<file path="config.mk">
export PLATFORM = sky130hd
export DESIGN_NAME = cie_core
export DESIGN_NICKNAME = d
export VERILOG_FILES = /design/src/hdl/cie_pkg.sv /design/src/hdl/cie_scan.sv /design/src/hdl/cie_timer.sv /design/src/hdl/cie_core.sv
export SDC_FILE = /design/constraint.sdc
export NUM_CORES = 2
export LEC_CHECK = 0
export BUFFER_PORTS_ARGS = -buffer_cell sky130_fd_sc_hd__buf_2
export CORE_AREA = 2 2 501 503
export CTS_CLUSTER_DIAMETER = 50
export DETAILED_ROUTE_END_ITERATION = 16
export DIE_AREA = 0 0 503 505
export HOLD_SLACK_MARGIN = 0.06
export PLACE_DENSITY = 0.54
export SYNTH_ARGS = -nofsm -noshare
export SYNTH_HDL_FRONTEND = slang
export SYNTH_SLANG_ARGS = --single-unit
</file>
<file path="constraint.sdc">
create_clock -name core_clk -period 9 [get_ports core_clk]
set_input_delay 0 -clock core_clk [delete_from_list [all_inputs] [get_ports core_clk]]
set_output_delay 0 -clock core_clk [all_outputs]
set_load 0.01 [all_outputs]
</file>
<file path="src/hdl/cie_pkg.sv">
// Constants of the control instruction execution block: register map,
// command codes, processor status layout, reset values and cycle counts.
// Assumes a 40 MHz core clock; every cycle count below is in core clock cycles.
package cie_pkg;
  // APB register byte offsets
  localparam logic [7:0] CMD_OFS = 8'h00;
  localparam logic [7:0] STAT_OFS = 8'h04;
  localparam logic [7:0] ACC_OFS = 8'h08;
  localparam logic [7:0] SP_OFS = 8'h0C;
  localparam logic [7:0] PC_OFS = 8'h10;
  localparam logic [7:0] PS_OFS = 8'h14;
  localparam logic [7:0] LIM_OFS = 8'h18;
  localparam logic [7:0] BRGL_OFS = 8'h1C;
  localparam logic [7:0] BRGH_OFS = 8'h20;
  // Word registers: base + 4 * {bank, n}
  localparam logic [7:0] RWB_OFS = 8'h80;
  // Command word fields
  localparam int CMD_IM8 = 8;
  localparam int CMD_IM16 = 16;
  // Status register fields
  localparam int ST_FAULT = 2;
  // Processor status fields
  localparam int PS_Z = 2;
  localparam int PS_N = 3;
  localparam int PS_RP = 8;
  localparam int PS_ILM = 13;
  // Reset values and fixed addresses
  localparam logic [15:0] SP_RST = 16'h0080;
  localparam logic [15:0] PS_RST = 16'h0000;
  localparam logic [15:0] STACK_LIMIT_UPPER_RST = 16'hFFFF;
  localparam logic [15:0] STACK_LIMIT_LOWER_RST = 16'h0000;
  localparam logic [15:0] VEC_PC = 16'h0100;
  localparam logic [1:0] CMN_BANK = 2'h0;
  localparam int STK_WORDS = 64;
  // Address space codes
  localparam logic [2:0] SPC_ADB = 3'h1;
  localparam logic [2:0] SPC_DTB = 3'h2;
  localparam logic [2:0] SPC_PCB = 3'h3;
  localparam logic [2:0] SPC_SPB = 3'h4;
  localparam logic [2:0] SPC_USB = 3'h5;
  localparam logic [2:0] SPC_SSB = 3'h6;
  localparam logic [2:0] SPC_DPR = 3'h7;
  // Command codes
  localparam logic [7:0] OP_NOP = 8'h00, OP_PUSH_A = 8'h01, OP_PUSH_AH = 8'h02, OP_PUSH_PS = 8'h03;
  localparam logic [7:0] OP_PUSH_LST = 8'h04, OP_POP_A = 8'h05, OP_POP_AH = 8'h06, OP_POP_PS = 8'h07;
  localparam logic [7:0] OP_POP_LST = 8'h08, OP_AND_CCR = 8'h09, OP_OR_CCR = 8'h0A, OP_MOV_RP = 8'h0B;
  localparam logic [7:0] OP_MOV_ILM = 8'h0C, OP_LEA_RW = 8'h0D, OP_LEA_RWM = 8'h0E, OP_LEA_A = 8'h0F;
  localparam logic [7:0] OP_LEA_AM = 8'h10, OP_SPADJ8 = 8'h11, OP_SPADJ16 = 8'h12, OP_A_BRG = 8'h13;
  localparam logic [7:0] OP_BRG_A = 8'h14, OP_BRG_IMM = 8'h15, OP_PFX_ADB = 8'h16, OP_PFX_DTB = 8'h17;
  localparam logic [7:0] OP_PFX_PCB = 8'h18, OP_PFX_SPB = 8'h19, OP_PFX_USB = 8'h1A, OP_PFX_SSB = 8'h1B;
  localparam logic [7:0] OP_PFX_DPR = 8'h1C, OP_PFX_NCC = 8'h1D, OP_PFX_CMR = 8'h1E, OP_LD_STACK_LIMIT_UPPER = 8'h1F;
  localparam logic [7:0] OP_LD_STACK_LIMIT_LOWER = 8'h20, OP_CHK_ON = 8'h21, OP_CHK_OFF = 8'h22, OP_BSCAN = 8'h23;
  localparam logic [7:0] OP_BSCAN2 = 8'h24, OP_BSCAN4 = 8'h25, OP_FRETI = 8'h26, OP_BCOND = 8'h27;
  // Cycle counts
  localparam logic [7:0] CYC_PUSH = 8'h03, CYC_POP = 8'h03, CYC_LST_BASE = 8'h03, CYC_LST_PER = 8'h04;
  localparam logic [7:0] CYC_CCR = 8'h03, CYC_RPILM = 8'h02, CYC_LEA_RW = 8'h03, CYC_LEA_RWM = 8'h02;
  localparam logic [7:0] CYC_LEA_A = 8'h02, CYC_LEA_AM = 8'h01, CYC_EA_CORR = 8'h01, CYC_SPADJ = 8'h03;
  localparam logic [7:0] CYC_A_BRG = 8'h02, CYC_BRG_A = 8'h01, CYC_BRG_IMM = 8'h02, CYC_NOP = 8'h01;
  localparam logic [7:0] CYC_PFX = 8'h01, CYC_PFX_DT = 8'h02, CYC_PFX_DP = 8'h03, CYC_LIM = 8'h02;
  localparam logic [7:0] CYC_CHK = 8'h02, CYC_BSC_Z = 8'h03, CYC_BSC = 8'h05, CYC_BSC2_Z = 8'h04;
  localparam logic [7:0] CYC_BSC2 = 8'h06, CYC_BSC4_Z = 8'h05, CYC_BSC4 = 8'h07, CYC_BR_T = 8'h04;
  localparam logic [7:0] CYC_BR_N = 8'h03, CYC_RETI = 8'h06;
  // Execution states
  typedef enum logic [1:0] {CIE_IDLE = 2'b01, CIE_RUN = 2'b10} cie_state_t;
endpackage : cie_pkg

</file>
<file path="src/hdl/cie_scan.sv">
// Lowest set bit finder used for the bit scan and register list walks.
// Purely combinational; the caller registers the result.
`timescale 1ns/1ps
module cie_scan
  import cie_pkg::*;
(
  input wire logic [15:0] word,
  output logic [3:0] pos,
  output logic found
);
  // Scan from the top so the lowest set bit wins
  always_comb begin
    pos = 4'h0;
    for (int i = 15; i >= 0; i--) begin
      if (word[i]) begin
        pos = 4'(i);
      end
    end
  end
  // Nothing set means position zero is not a real hit
  assign found = |word;
endmodule : cie_scan

</file>
<file path="src/hdl/cie_timer.sv">
// Down counter that times one instruction in core clock cycles.
// Expects load only while idle; last marks the final cycle.
`timescale 1ns/1ps
module cie_timer
  import cie_pkg::*;
(
  input wire logic core_clk,
  input wire logic sys_rst,
  input wire logic load,
  input wire logic [7:0] load_val,
  output logic last
);
  logic [7:0] cnt_reg; // Cycles still to run
  // Load on start, otherwise count down to zero
  always_ff @(posedge core_clk or posedge sys_rst) begin
    if (sys_rst) begin
      cnt_reg <= 8'h00;
    end else if (load) begin
      cnt_reg <= load_val;
    end else if (cnt_reg != 8'h00) begin
      cnt_reg <= cnt_reg - 8'h01;
    end
  end
  assign last = (cnt_reg == 8'h01);
endmodule : cie_timer

</file>
<file path="src/hdl/cie_core.sv">
// Control instruction execution unit with an APB register slave.
// Software issues one command word at a time; APB is the only access path.
`timescale 1ns/1ps
module cie_core
  import cie_pkg::*;
(
  input wire logic core_clk,
  input wire logic sys_rst,
  input wire logic psel,
  input wire logic penable,
  input wire logic pwrite,
  input wire logic [7:0] paddr,
  input wire logic [31:0] pwdata,
  output logic [31:0] prdata,
  output logic pready,
  output logic pslverr,
  input wire logic irq_req
);
  cie_state_t state_reg, state_next;
  logic [31:0] cmd_reg; // Command in execution
  logic [31:0] acc_reg; // Accumulator, AH in the top half
  logic [15:0] sp_reg, pc_reg, ps_reg, ps_next, stack_limit_upper_reg, stack_limit_lower_reg;
  logic chk_reg, fault_reg, keep_reg, cmn_reg, pspv_reg, irq_hit_reg;
  logic [2:0] pspc_reg, aspc_reg; // Pending and last used space
  logic [7:0] lst_reg; // Register list still to walk
  logic [7:0] brg_reg [0:7]; // Bank registers
  logic [15:0] rw_mem [0:31]; // Four banks of eight words
  logic [15:0] stk_mem [0:STK_WORDS-1]; // Stack memory
  logic [31:0] prdata_reg;
  logic pready_reg, pslverr_reg;

  // APB decode
  wire setup = psel & ~penable;
  wire acc_ph = psel & penable & pready_reg;
  wire a_cmd = (paddr == CMD_OFS);
  wire a_stat = (paddr == STAT_OFS);
  wire a_acc = (paddr == ACC_OFS);
  wire a_sp = (paddr == SP_OFS);
  wire a_pc = (paddr == PC_OFS);
  wire a_ps = (paddr == PS_OFS);
  wire a_ro = (paddr == LIM_OFS) | (paddr == BRGL_OFS) | (paddr == BRGH_OFS);
  wire a_rw = paddr[7] & (paddr[1:0] == 2'b00);
  wire mapped = a_cmd | a_stat | a_acc | a_sp | a_pc | a_ps | a_ro | a_rw;
  wire busy = (state_reg == CIE_RUN);
  // Software writes are refused while an instruction runs, except to the status register
  wire err_w = ~mapped | (pwrite & busy & ~a_stat) | (pwrite & a_ro);
  wire wr = acc_ph & pwrite & ~pslverr_reg;
  wire start = wr & a_cmd;
  wire [4:0] rw_sw_idx = paddr[6:2];

  // Command fields
  wire [7:0] op = cmd_reg[7:0];
  wire [7:0] im8 = cmd_reg[CMD_IM8 +: 8];
  wire [15:0] im16 = cmd_reg[CMD_IM16 +: 16];
  wire [7:0] condition_code_byte = ps_reg[7:0];
  wire tlast;
  wire com = busy & tlast; // Commit edge of the running instruction

  // Operation classes
  wire is_push1 = (op == OP_PUSH_A) | (op == OP_PUSH_AH) | (op == OP_PUSH_PS);
  wire is_pop1 = (op == OP_POP_A) | (op == OP_POP_AH) | (op == OP_POP_PS);
  wire is_bsc = (op == OP_BSCAN) | (op == OP_BSCAN2) | (op == OP_BSCAN4);
  wire is_pfx = (op >= OP_PFX_ADB) & (op <= OP_PFX_CMR);
  wire is_stk = is_push1 | is_pop1 | (op == OP_PUSH_LST) | (op == OP_POP_LST) | (op == OP_FRETI);
  wire lst_push = (op == OP_PUSH_LST);
  wire lst_pop = (op == OP_POP_LST);
  wire [1:0] bank = cmn_reg ? CMN_BANK : ps_reg[PS_RP +: 2];
  // prefix chooses the space of the stack access
  wire [2:0] sp_space = pspv_reg ? pspc_reg : SPC_SPB;

  // Stack arithmetic and limit checks
  wire [15:0] sp_dn = sp_reg - 16'h0002;
  wire [15:0] sp_up = sp_reg + 16'h0002;
  wire bad_dn = chk_reg & (sp_dn < stack_limit_lower_reg);
  wire bad_up = chk_reg & (sp_up > stack_limit_upper_reg);
  wire [15:0] top_val = stk_mem[sp_reg[6:1]];
  wire [15:0] top2_val = stk_mem[sp_up[6:1]];
  wire [15:0] push_val = (op == OP_PUSH_A) ? acc_reg[15:0] : (op == OP_PUSH_AH) ? acc_reg[31:16] : ps_reg;

  // Register list walk: pushes go highest first, pops lowest first
  logic [7:0] lst_rev;
  genvar gi;
  generate
    for (gi = 0; gi < 8; gi++) begin : g_rev
      assign lst_rev[gi] = lst_reg[7 - gi];
    end
  endgenerate
  logic [3:0] lpos, apos;
  logic lfound, afound;
  cie_scan u_lscan (
    .word({8'h00, lst_push ? lst_rev : lst_reg}),
    .pos(lpos),
    .found(lfound)
  );
  wire [2:0] lreg = lst_push ? (3'h7 - lpos[2:0]) : lpos[2:0];
  wire lst_step = busy & lfound;
  wire lst_bad = lst_push ? bad_dn : bad_up;
  wire [4:0] lst_idx = {bank, lreg};

  // Stack memory and pointer control
  wire stk_we = (com & is_push1 & ~bad_dn) | (lst_step & lst_push & ~lst_bad);
  wire pop_ok = (com & is_pop1 & ~bad_up) | (lst_step & lst_pop & ~lst_bad);
  wire [15:0] stk_wd = lst_step ? rw_mem[lst_idx] : push_val;
  wire fault_set = (com & is_push1 & bad_dn) | (com & is_pop1 & bad_up) | (lst_step & lst_bad);
  wire irq_seen = irq_hit_reg | irq_req;

  // Bit scan of the accumulator low word
  cie_scan u_ascan (
    .word(acc_reg[15:0]),
    .pos(apos),
    .found(afound)
  );
  wire [7:0] scan_res = ~afound ? 8'h00 : (op == OP_BSCAN) ? {4'h0, apos} :
    (op == OP_BSCAN2) ? {3'h0, apos, 1'b0} : {2'h0, apos, 2'b00};
  wire al_zero = (acc_reg[15:0] == 16'h0000);

  // Branch condition: flag chosen by im8[2:0] equal to im8[3]
  wire br_taken = (condition_code_byte[im8[2:0]] == im8[3]);
  wire new_taken = (condition_code_byte[pwdata[CMD_IM8 +: 3]] == pwdata[CMD_IM8 + 3]);
  wire [7:0] brg_src = (im8[2:0] <= 3'h5) ? brg_reg[im8[2:0]] : 8'h00;
  wire brg_tgt_ok = (im8[2:0] <= 3'h4);

  // Instruction length in cycles
  function automatic logic [7:0] cyc_of(input logic [31:0] c, input logic z, input logic tk);
    logic [7:0] k;
    k = 8'h00;
    for (int i = 0; i < 8; i++) begin
      k = k + {7'h00, c[CMD_IM8 + i]};
    end
    case (c[7:0])
      OP_PUSH_A, OP_PUSH_AH, OP_PUSH_PS: cyc_of = CYC_PUSH;
      OP_POP_A, OP_POP_AH, OP_POP_PS: cyc_of = CYC_POP;
      OP_PUSH_LST, OP_POP_LST: cyc_of = CYC_LST_BASE + CYC_LST_PER * k;
      OP_AND_CCR, OP_OR_CCR: cyc_of = CYC_CCR;
      OP_MOV_RP, OP_MOV_ILM: cyc_of = CYC_RPILM;
      OP_LEA_RW: cyc_of = CYC_LEA_RW;
      OP_LEA_RWM: cyc_of = CYC_LEA_RWM + CYC_EA_CORR;
      OP_LEA_A: cyc_of = CYC_LEA_A;
      OP_LEA_AM: cyc_of = CYC_LEA_AM + CYC_EA_CORR;
      OP_SPADJ8, OP_SPADJ16: cyc_of = CYC_SPADJ;
      OP_A_BRG: cyc_of = CYC_A_BRG;
      OP_BRG_A: cyc_of = CYC_BRG_A;
      OP_BRG_IMM: cyc_of = CYC_BRG_IMM;
      OP_PFX_DTB: cyc_of = CYC_PFX_DT;
      OP_PFX_DPR: cyc_of = CYC_PFX_DP;
      OP_PFX_ADB, OP_PFX_PCB, OP_PFX_SPB, OP_PFX_USB, OP_PFX_SSB, OP_PFX_NCC, OP_PFX_CMR: cyc_of = CYC_PFX;
      OP_LD_STACK_LIMIT_UPPER, OP_LD_STACK_LIMIT_LOWER: cyc_of = CYC_LIM;
      OP_CHK_ON, OP_CHK_OFF: cyc_of = CYC_CHK;
      // scan time depends on a zero word
      OP_BSCAN: cyc_of = z ? CYC_BSC_Z : CYC_BSC;
      OP_BSCAN2: cyc_of = z ? CYC_BSC2_Z : CYC_BSC2;
      OP_BSCAN4: cyc_of = z ? CYC_BSC4_Z : CYC_BSC4;
      OP_BCOND: cyc_of = tk ? CYC_BR_T : CYC_BR_N;
      OP_FRETI: cyc_of = CYC_RETI;
      // no-operation and unknown codes, one cycle
      default: cyc_of = CYC_NOP;
    endcase
  endfunction : cyc_of

  cie_timer u_timer (
    .core_clk(core_clk),
    .sys_rst(sys_rst),
    .load(start),
    .load_val(cyc_of(pwdata, al_zero, new_taken)),
    .last(tlast)
  );

  // Sequencer
  always_comb begin
    state_next = state_reg;
    case (state_reg)
      CIE_IDLE: if (start) state_next = CIE_RUN;
      CIE_RUN: if (tlast) state_next = CIE_IDLE;
      default: state_next = CIE_IDLE;
    endcase
  end

  // Processor status next value
  always_comb begin
    ps_next = ps_reg;
    if (wr & a_ps) begin
      ps_next = pwdata[15:0];
    end else if (com) begin
      case (op)
        OP_POP_PS: if (!bad_up) ps_next = top_val;
        OP_AND_CCR: ps_next[7:0] = condition_code_byte & im8;
        OP_OR_CCR: ps_next[7:0] = condition_code_byte | im8;
        OP_MOV_RP: ps_next[PS_RP +: 5] = im8[4:0];
        OP_MOV_ILM: ps_next[PS_ILM +: 3] = im8[2:0];
        OP_FRETI: if (!irq_seen) ps_next = top2_val;
        default: ps_next = ps_reg;
      endcase
      // flag updates dropped after keep-flags prefix
      if (!keep_reg) begin
        // N and Z from the moved byte; a scan sets only Z, from the scanned word
        if (op == OP_A_BRG) begin
          ps_next[PS_N] = brg_src[7];
          ps_next[PS_Z] = (brg_src == 8'h00);
        end else if (op == OP_BRG_A) begin
          ps_next[PS_N] = acc_reg[7];
          ps_next[PS_Z] = (acc_reg[7:0] == 8'h00);
        end else if (op == OP_BRG_IMM) begin
          ps_next[PS_N] = im16[7];
          ps_next[PS_Z] = (im16[7:0] == 8'h00);
        end else if (is_bsc) begin
          ps_next[PS_Z] = al_zero;
        end
      end
    end
  end

  // APB answer: data and error captured in setup, ready in access
  always_ff @(posedge core_clk or posedge sys_rst) begin
    if (sys_rst) begin
      prdata_reg <= 32'h0000_0000;
      pready_reg <= 1'b0;
      pslverr_reg <= 1'b0;
    end else begin
      pready_reg <= setup;
      if (setup) begin
        pslverr_reg <= err_w;
        prdata_reg <= (pwrite | err_w) ? 32'h0000_0000 : a_cmd ? cmd_reg :
          a_stat ? {17'h0, pspc_reg, 1'b0, aspc_reg, 2'b00, pspv_reg, cmn_reg, keep_reg, fault_reg, chk_reg, busy} :
          a_acc ? acc_reg : a_sp ? {16'h0, sp_reg} : a_pc ? {16'h0, pc_reg} : a_ps ? {16'h0, ps_reg} :
          (paddr == LIM_OFS) ? {stack_limit_upper_reg, stack_limit_lower_reg} :
          (paddr == BRGL_OFS) ? {brg_reg[3], brg_reg[2], brg_reg[1], brg_reg[0]} :
          (paddr == BRGH_OFS) ? {brg_reg[7], brg_reg[6], brg_reg[5], brg_reg[4]} : {16'h0, rw_mem[rw_sw_idx]};
      end
    end
  end

  // Control and pointer registers
  always_ff @(posedge core_clk or posedge sys_rst) begin
    if (sys_rst) begin
      state_reg <= CIE_IDLE;
      cmd_reg <= 32'h0000_0000;
      ps_reg <= PS_RST;
      sp_reg <= SP_RST;
      pc_reg <= 16'h0000;
      lst_reg <= 8'h00;
      irq_hit_reg <= 1'b0;
      fault_reg <= 1'b0;
    end else begin
      state_reg <= state_next;
      ps_reg <= ps_next;
      if (start) begin
        cmd_reg <= pwdata;
        lst_reg <= pwdata[CMD_IM8 +: 8] & {8{(pwdata[7:0] == OP_PUSH_LST) | (pwdata[7:0] == OP_POP_LST)}};
      end else if (lst_step) begin
        lst_reg[lreg] <= 1'b0;
      end
      // remember an interrupt seen during fast return
      irq_hit_reg <= start ? 1'b0 : (irq_hit_reg | (busy & (op == OP_FRETI) & irq_req));
      // Hardware fault set wins over the software clear
      fault_reg <= fault_set | (fault_reg & ~(wr & a_stat & pwdata[ST_FAULT]));
      if (wr & a_sp) sp_reg <= pwdata[15:0];
      else if (stk_we) sp_reg <= sp_dn;
      else if (pop_ok) sp_reg <= sp_up;
      else if (com & (op == OP_SPADJ8)) sp_reg <= sp_reg + {{8{im8[7]}}, im8};
      else if (com & (op == OP_SPADJ16)) sp_reg <= sp_reg + im16;
      else if (com & (op == OP_FRETI) & ~irq_seen) sp_reg <= sp_up + 16'h0002;
      if (wr & a_pc) pc_reg <= pwdata[15:0];
      else if (com & (op == OP_BCOND) & br_taken) pc_reg <= pc_reg + {{8{im16[7]}}, im16[7:0]};
      else if (com & (op == OP_FRETI)) pc_reg <= irq_seen ? VEC_PC : top_val;
    end
  end

  // Prefix, limit and check state
  always_ff @(posedge core_clk or posedge sys_rst) begin
    if (sys_rst) begin
      {keep_reg, cmn_reg, pspv_reg, chk_reg} <= 4'h0;
      pspc_reg <= SPC_SPB;
      aspc_reg <= SPC_SPB;
      stack_limit_upper_reg <= STACK_LIMIT_UPPER_RST;
      stack_limit_lower_reg <= STACK_LIMIT_LOWER_RST;
    end else if (com) begin
      if (is_stk) aspc_reg <= sp_space;
      if (!is_pfx) {keep_reg, cmn_reg, pspv_reg} <= 3'h0;
      if (is_pfx & (op <= OP_PFX_DPR)) begin
        pspv_reg <= 1'b1;
        pspc_reg <= (op == OP_PFX_ADB) ? SPC_ADB : (op == OP_PFX_DTB) ? SPC_DTB : (op == OP_PFX_PCB) ? SPC_PCB :
          (op == OP_PFX_SPB) ? SPC_SPB : (op == OP_PFX_USB) ? SPC_USB : (op == OP_PFX_SSB) ? SPC_SSB : SPC_DPR;
      end
      if (op == OP_PFX_NCC) keep_reg <= 1'b1;
      if (op == OP_PFX_CMR) cmn_reg <= 1'b1;
      if (op == OP_LD_STACK_LIMIT_UPPER) stack_limit_upper_reg <= im16;
      if (op == OP_LD_STACK_LIMIT_LOWER) stack_limit_lower_reg <= im16;
      if (op == OP_CHK_ON) chk_reg <= 1'b1;
      if (op == OP_CHK_OFF) chk_reg <= 1'b0;
    end
  end

  // Accumulator and bank registers
  always_ff @(posedge core_clk or posedge sys_rst) begin
    if (sys_rst) begin
      acc_reg <= 32'h0000_0000;
      for (int i = 0; i < 8; i++) brg_reg[i] <= 8'h00;
    end else if (wr & a_acc) begin
      acc_reg <= pwdata;
    end else if (com) begin
      case (op)
        OP_POP_A: if (!bad_up) acc_reg[15:0] <= top_val;
        OP_POP_AH: if (!bad_up) acc_reg[31:16] <= top_val;
        // address itself is loaded, old AL moves up
        OP_LEA_A, OP_LEA_AM: acc_reg <= {acc_reg[15:0], im16};
        OP_A_BRG: acc_reg <= {acc_reg[15:0], 8'h00, brg_src};
        // scan result with the upper byte cleared
        OP_BSCAN, OP_BSCAN2, OP_BSCAN4: acc_reg[15:0] <= {8'h00, scan_res};
        OP_BRG_A: if (brg_tgt_ok) brg_reg[im8[2:0]] <= acc_reg[7:0];
        OP_BRG_IMM: if (brg_tgt_ok) brg_reg[im8[2:0]] <= im16[7:0];
        default: acc_reg <= acc_reg;
      endcase
    end
  end

  // Memories: stack words and banked word registers
  always_ff @(posedge core_clk) begin
    if (stk_we) stk_mem[sp_dn[6:1]] <= stk_wd;
    if (wr & a_rw) rw_mem[rw_sw_idx] <= pwdata[15:0];
    else if (lst_step & lst_pop & ~lst_bad) rw_mem[lst_idx] <= top_val;
    else if (com & ((op == OP_LEA_RW) | (op == OP_LEA_RWM))) rw_mem[{bank, im8[2:0]}] <= im16;
  end

  assign prdata = prdata_reg;
  assign pready = pready_reg;
  assign pslverr = pslverr_reg;

  wire new_op_nop = start & (pwdata[7:0] == OP_NOP);
  wire new_br_t = start & (pwdata[7:0] == OP_BCOND) & new_taken;

  // Scan and data prefix lengths are checked from the issuing edge
  wire new_bsc = start & (pwdata[7:0] == OP_BSCAN);
  wire new_dtb = start & (pwdata[7:0] == OP_PFX_DTB);
endmodule : cie_core

</file>
==> impl_metrics.csv <==
group,metric,value,unit
run_status,outcome,"finished, final reports clean",
floorplan,die_h,505,um
drt,drt_iter0_markers,9785,
global_routing,grt_pass1_wl,487,mm
sta,period_share,0.882,
floorplan,start_util,0.369,
sta,fmaxAchievable,0.126,GHz
drt,drtAntennaViolNets,0,
pwr,power_density,190,nW/um^2
floorplan,die_w,503,um
floorplan,rows,183,
drt,dr.pass1.iters,8,
run,drv_cap,0,
drt,drc_errors,0,
global_routing,track_usage,0.270,
synth,synth_edf_count,1536,
worst_hold_path,hold_class,"primary input to register",
clock_network,clock_sinks,1808,
clock_network,htree_levels,4,
drt,drt-wirelength-per-cell,35.5,um
synth,yosys_warnings,0,
synth,ys_seq_elements,1808,
final_layout,syn_to_final_growth,15.2,%
pwr,vdd_drop_max,0.000221,V
clock_network,ctsRootBufferMaster,"clkbuf_16",
setup_path,worstPathMaxFanout,46,
setup_path,required,9.55,ns
place,place.gp.congestion,1.01,
sta,finalCriticalPeriod,7.94,ns
final_layout,fin_nets,6385,
place,portBuffers,79,
synth,synthArstFlopShare,0.150,
global_routing,grt_max_degree,126,
sta,hold_viol_final,0,
setup_path,startpoint_type,"register",
global_routing,antenna_found_initial,34,
synth,synth_cells,6110,
global_routing,grt_pass1_vias,62200,
drt,vias,62900,
final_layout,final_util,0.425,
clock_network,clk_path_buf_depth,3,
synth,synth_flop_cell,"edfxtp_1",
floorplan,coreArea,248000,um^2
floorplan,pin_count,80,
clock_network,cts_buffers,233,
sta,clock_skew,0.119,ns
sta,grt_setup_unrepaired,"no",
sta,setup_violations,0,
sta,drv_slew,0,
clock_network,cts_tree,"built",
clock_network,clk_pin_slew,0.06,ns
floorplan,die_area,254000,um^2
setup_path,criticalPathCategory,"register to register",
pwr,p_leak,35.6,nW
setup_path,r2r_setup_slack,1.06,ns
place,dp_hpwl,231,mm
final_layout,largest_register_ffs,1024,
drt,drt-total-wl,348,mm
drt,via_per_inst,6.42,
synth,postSynthNetCount,6247,
setup_path,cp.arrival,8.49,ns
synth,syn_avg_cell_area,15.0,um^2
setup_path,worstSetupEndpointType,"register",
clock_network,post_cts_buffers,0,
clock_network,ctsResizeCount,0,
clock_network,ctsHoldBuffers,74,
synth,synth_seq_area_share,0.579,
clock_network,clock_latency,0.92,ns
sta,relSlewSlack,0.114,
global_routing,grt_overflow,0,
final_layout,drive_above_1_share,0.273,
sta,setup_tns,0,ns
sta,worstMarginPinSlew,1.33,ns
synth,synth.cell_area,91500,um^2
synth,synth_cell_types,94,
sta,holdWs,0.148,ns
-- layer usage --
| layer | wire length, um | GRT usage |
|---|---|---|
| met5 | 178 | 0 |
| met4 | 21400 | 0.144 |
| met3 | 33300 | 0.0592 |
| met2 | 156000 | 0.409 |
| met1 | 137000 | 0.364 |
-- critical path, stage by stage (launching register included) --
cell	delay [ns]
dfrtp_4	0.97
ha_1	0.47
nand3_1	0.25
nor3_1	0.65
nand3_1	0.18
xnor2_1	0.33
ha_1	0.33
a211oi_1	0.31
o21ai_1	0.16
o21ai_1	0.86
nand3_1	0.81
nand3_1	0.33
nand3_1	0.75
nor3_2	0.85
buf_4	0.33
-- logic make-up after synthesis --
family          Yosys count  synth area share
compound gates         1204            0.0880
fa+ha+maj                93            0.0132
simple gates           1369            0.0677
mux                     971             0.216
xor+xnor                 84           0.00804
flops                  1808             0.579
buf+inv                 581            0.0284
-- Yosys cell counts, drive strengths merged (22+ instances only) --
cell | count | area (um^2)
a211oi | 38 | 285
a21o | 41 | 308
a21oi | 205 | 1030
a221o | 46 | 460
a221oi | 132 | 1160
a222oi | 24 | 240
a22o | 27 | 236
a22oi | 53 | 398
a311oi | 23 | 208
a31oi | 53 | 332
and3 | 34 | 213
buf | 224 | 1260
clkbuf | 266 | 998
dfrtp | 252 | 6310
edfxtp | 1536 | 46100
ha | 84 | 1050
inv | 85 | 319
mux2 | 46 | 518
mux2i | 125 | 1250
mux4 | 800 | 18000
nand2 | 630 | 2360
nand2b | 22 | 138
nand3 | 160 | 801
nand4 | 30 | 203
nor2 | 257 | 970
nor2b | 39 | 244
nor3 | 93 | 492
nor4 | 27 | 209
o21ai | 377 | 1890
o31ai | 25 | 188
xnor2 | 52 | 455
xor2 | 32 | 280
-- cell type report --
type | instances | area [um^2]
tap | 3330 | 4170
antenna | 13 | 32.5
clock buffer | 268 | 6010
inverter | 91 | 355
sequential | 1808 | 53000
multi-input combinational | 3721 | 36700
fill | 22200 | 143000
clock inverter | 176 | 2170
timing repair buffer | 393 | 3020
-- cells in the final DEF, fill, tap and decap left out, types with 83 or more instances in the layout --
cell type and count:
edfxtp_1 1536, mux4_2 800, nand2_1 629, o21ai_0 295, dfrtp_1 246, buf_4 235, clkbuf_16 233, a21oi_1 200
nor2_1 191, nand3_1 151, a221oi_1 131, mux2i_1 125, ha_1 83
-- worst paths after layout --
| path | cells past startpoint | end | startpoint |
|---|---|---|---|
| min | 4 | acc_reg[13]$_DFFE_PP0P_ | pwdata[13] |
| min in group asynchronous | 4 | cmd_reg[26]$_DFFE_PP0P_ | sys_rst |
| max in group asynchronous | 6 | pc_reg[6]$_DFFE_PP0P_ | sys_rst |
| min reg2reg | 0 | brg_reg[6]$_DFFE_PP0P_ | brg_reg[6]$_DFFE_PP0P_ |
| max reg2reg | 14 | rw_mem[20][15]$_DFFE_PP_ | sp_reg[1]$_DFFE_PP0P_ |
| max | 14 | rw_mem[20][15]$_DFFE_PP_ | sp_reg[1]$_DFFE_PP0P_ |
-- metrics by stage --
step	instances	total power (W)	setup slack [ns]	area [um^2]
3_5_place_dp	9269	0.0105	1.47	96500
3_3_place_gp	9269	0.0105	1.56	96500
5_1_grt	9791	0.0206	0.839	105000
6_report	9800	0.0201	1.06	105000
4_1_cts	9787	0.0202	1.45	105000
2_1_floorplan	6110	0.0100	1.54	91500
-- power breakdown --
part	switching, W	total (W)	internal [W]	leakage (nW)
clock	0.00404	0.00973	0.00569	3.92
sequential	0.0000262	0.00920	0.00917	17.5
combinational	0.000803	0.00115	0.000344	14.1
Power figures use the tool's default switching activity.
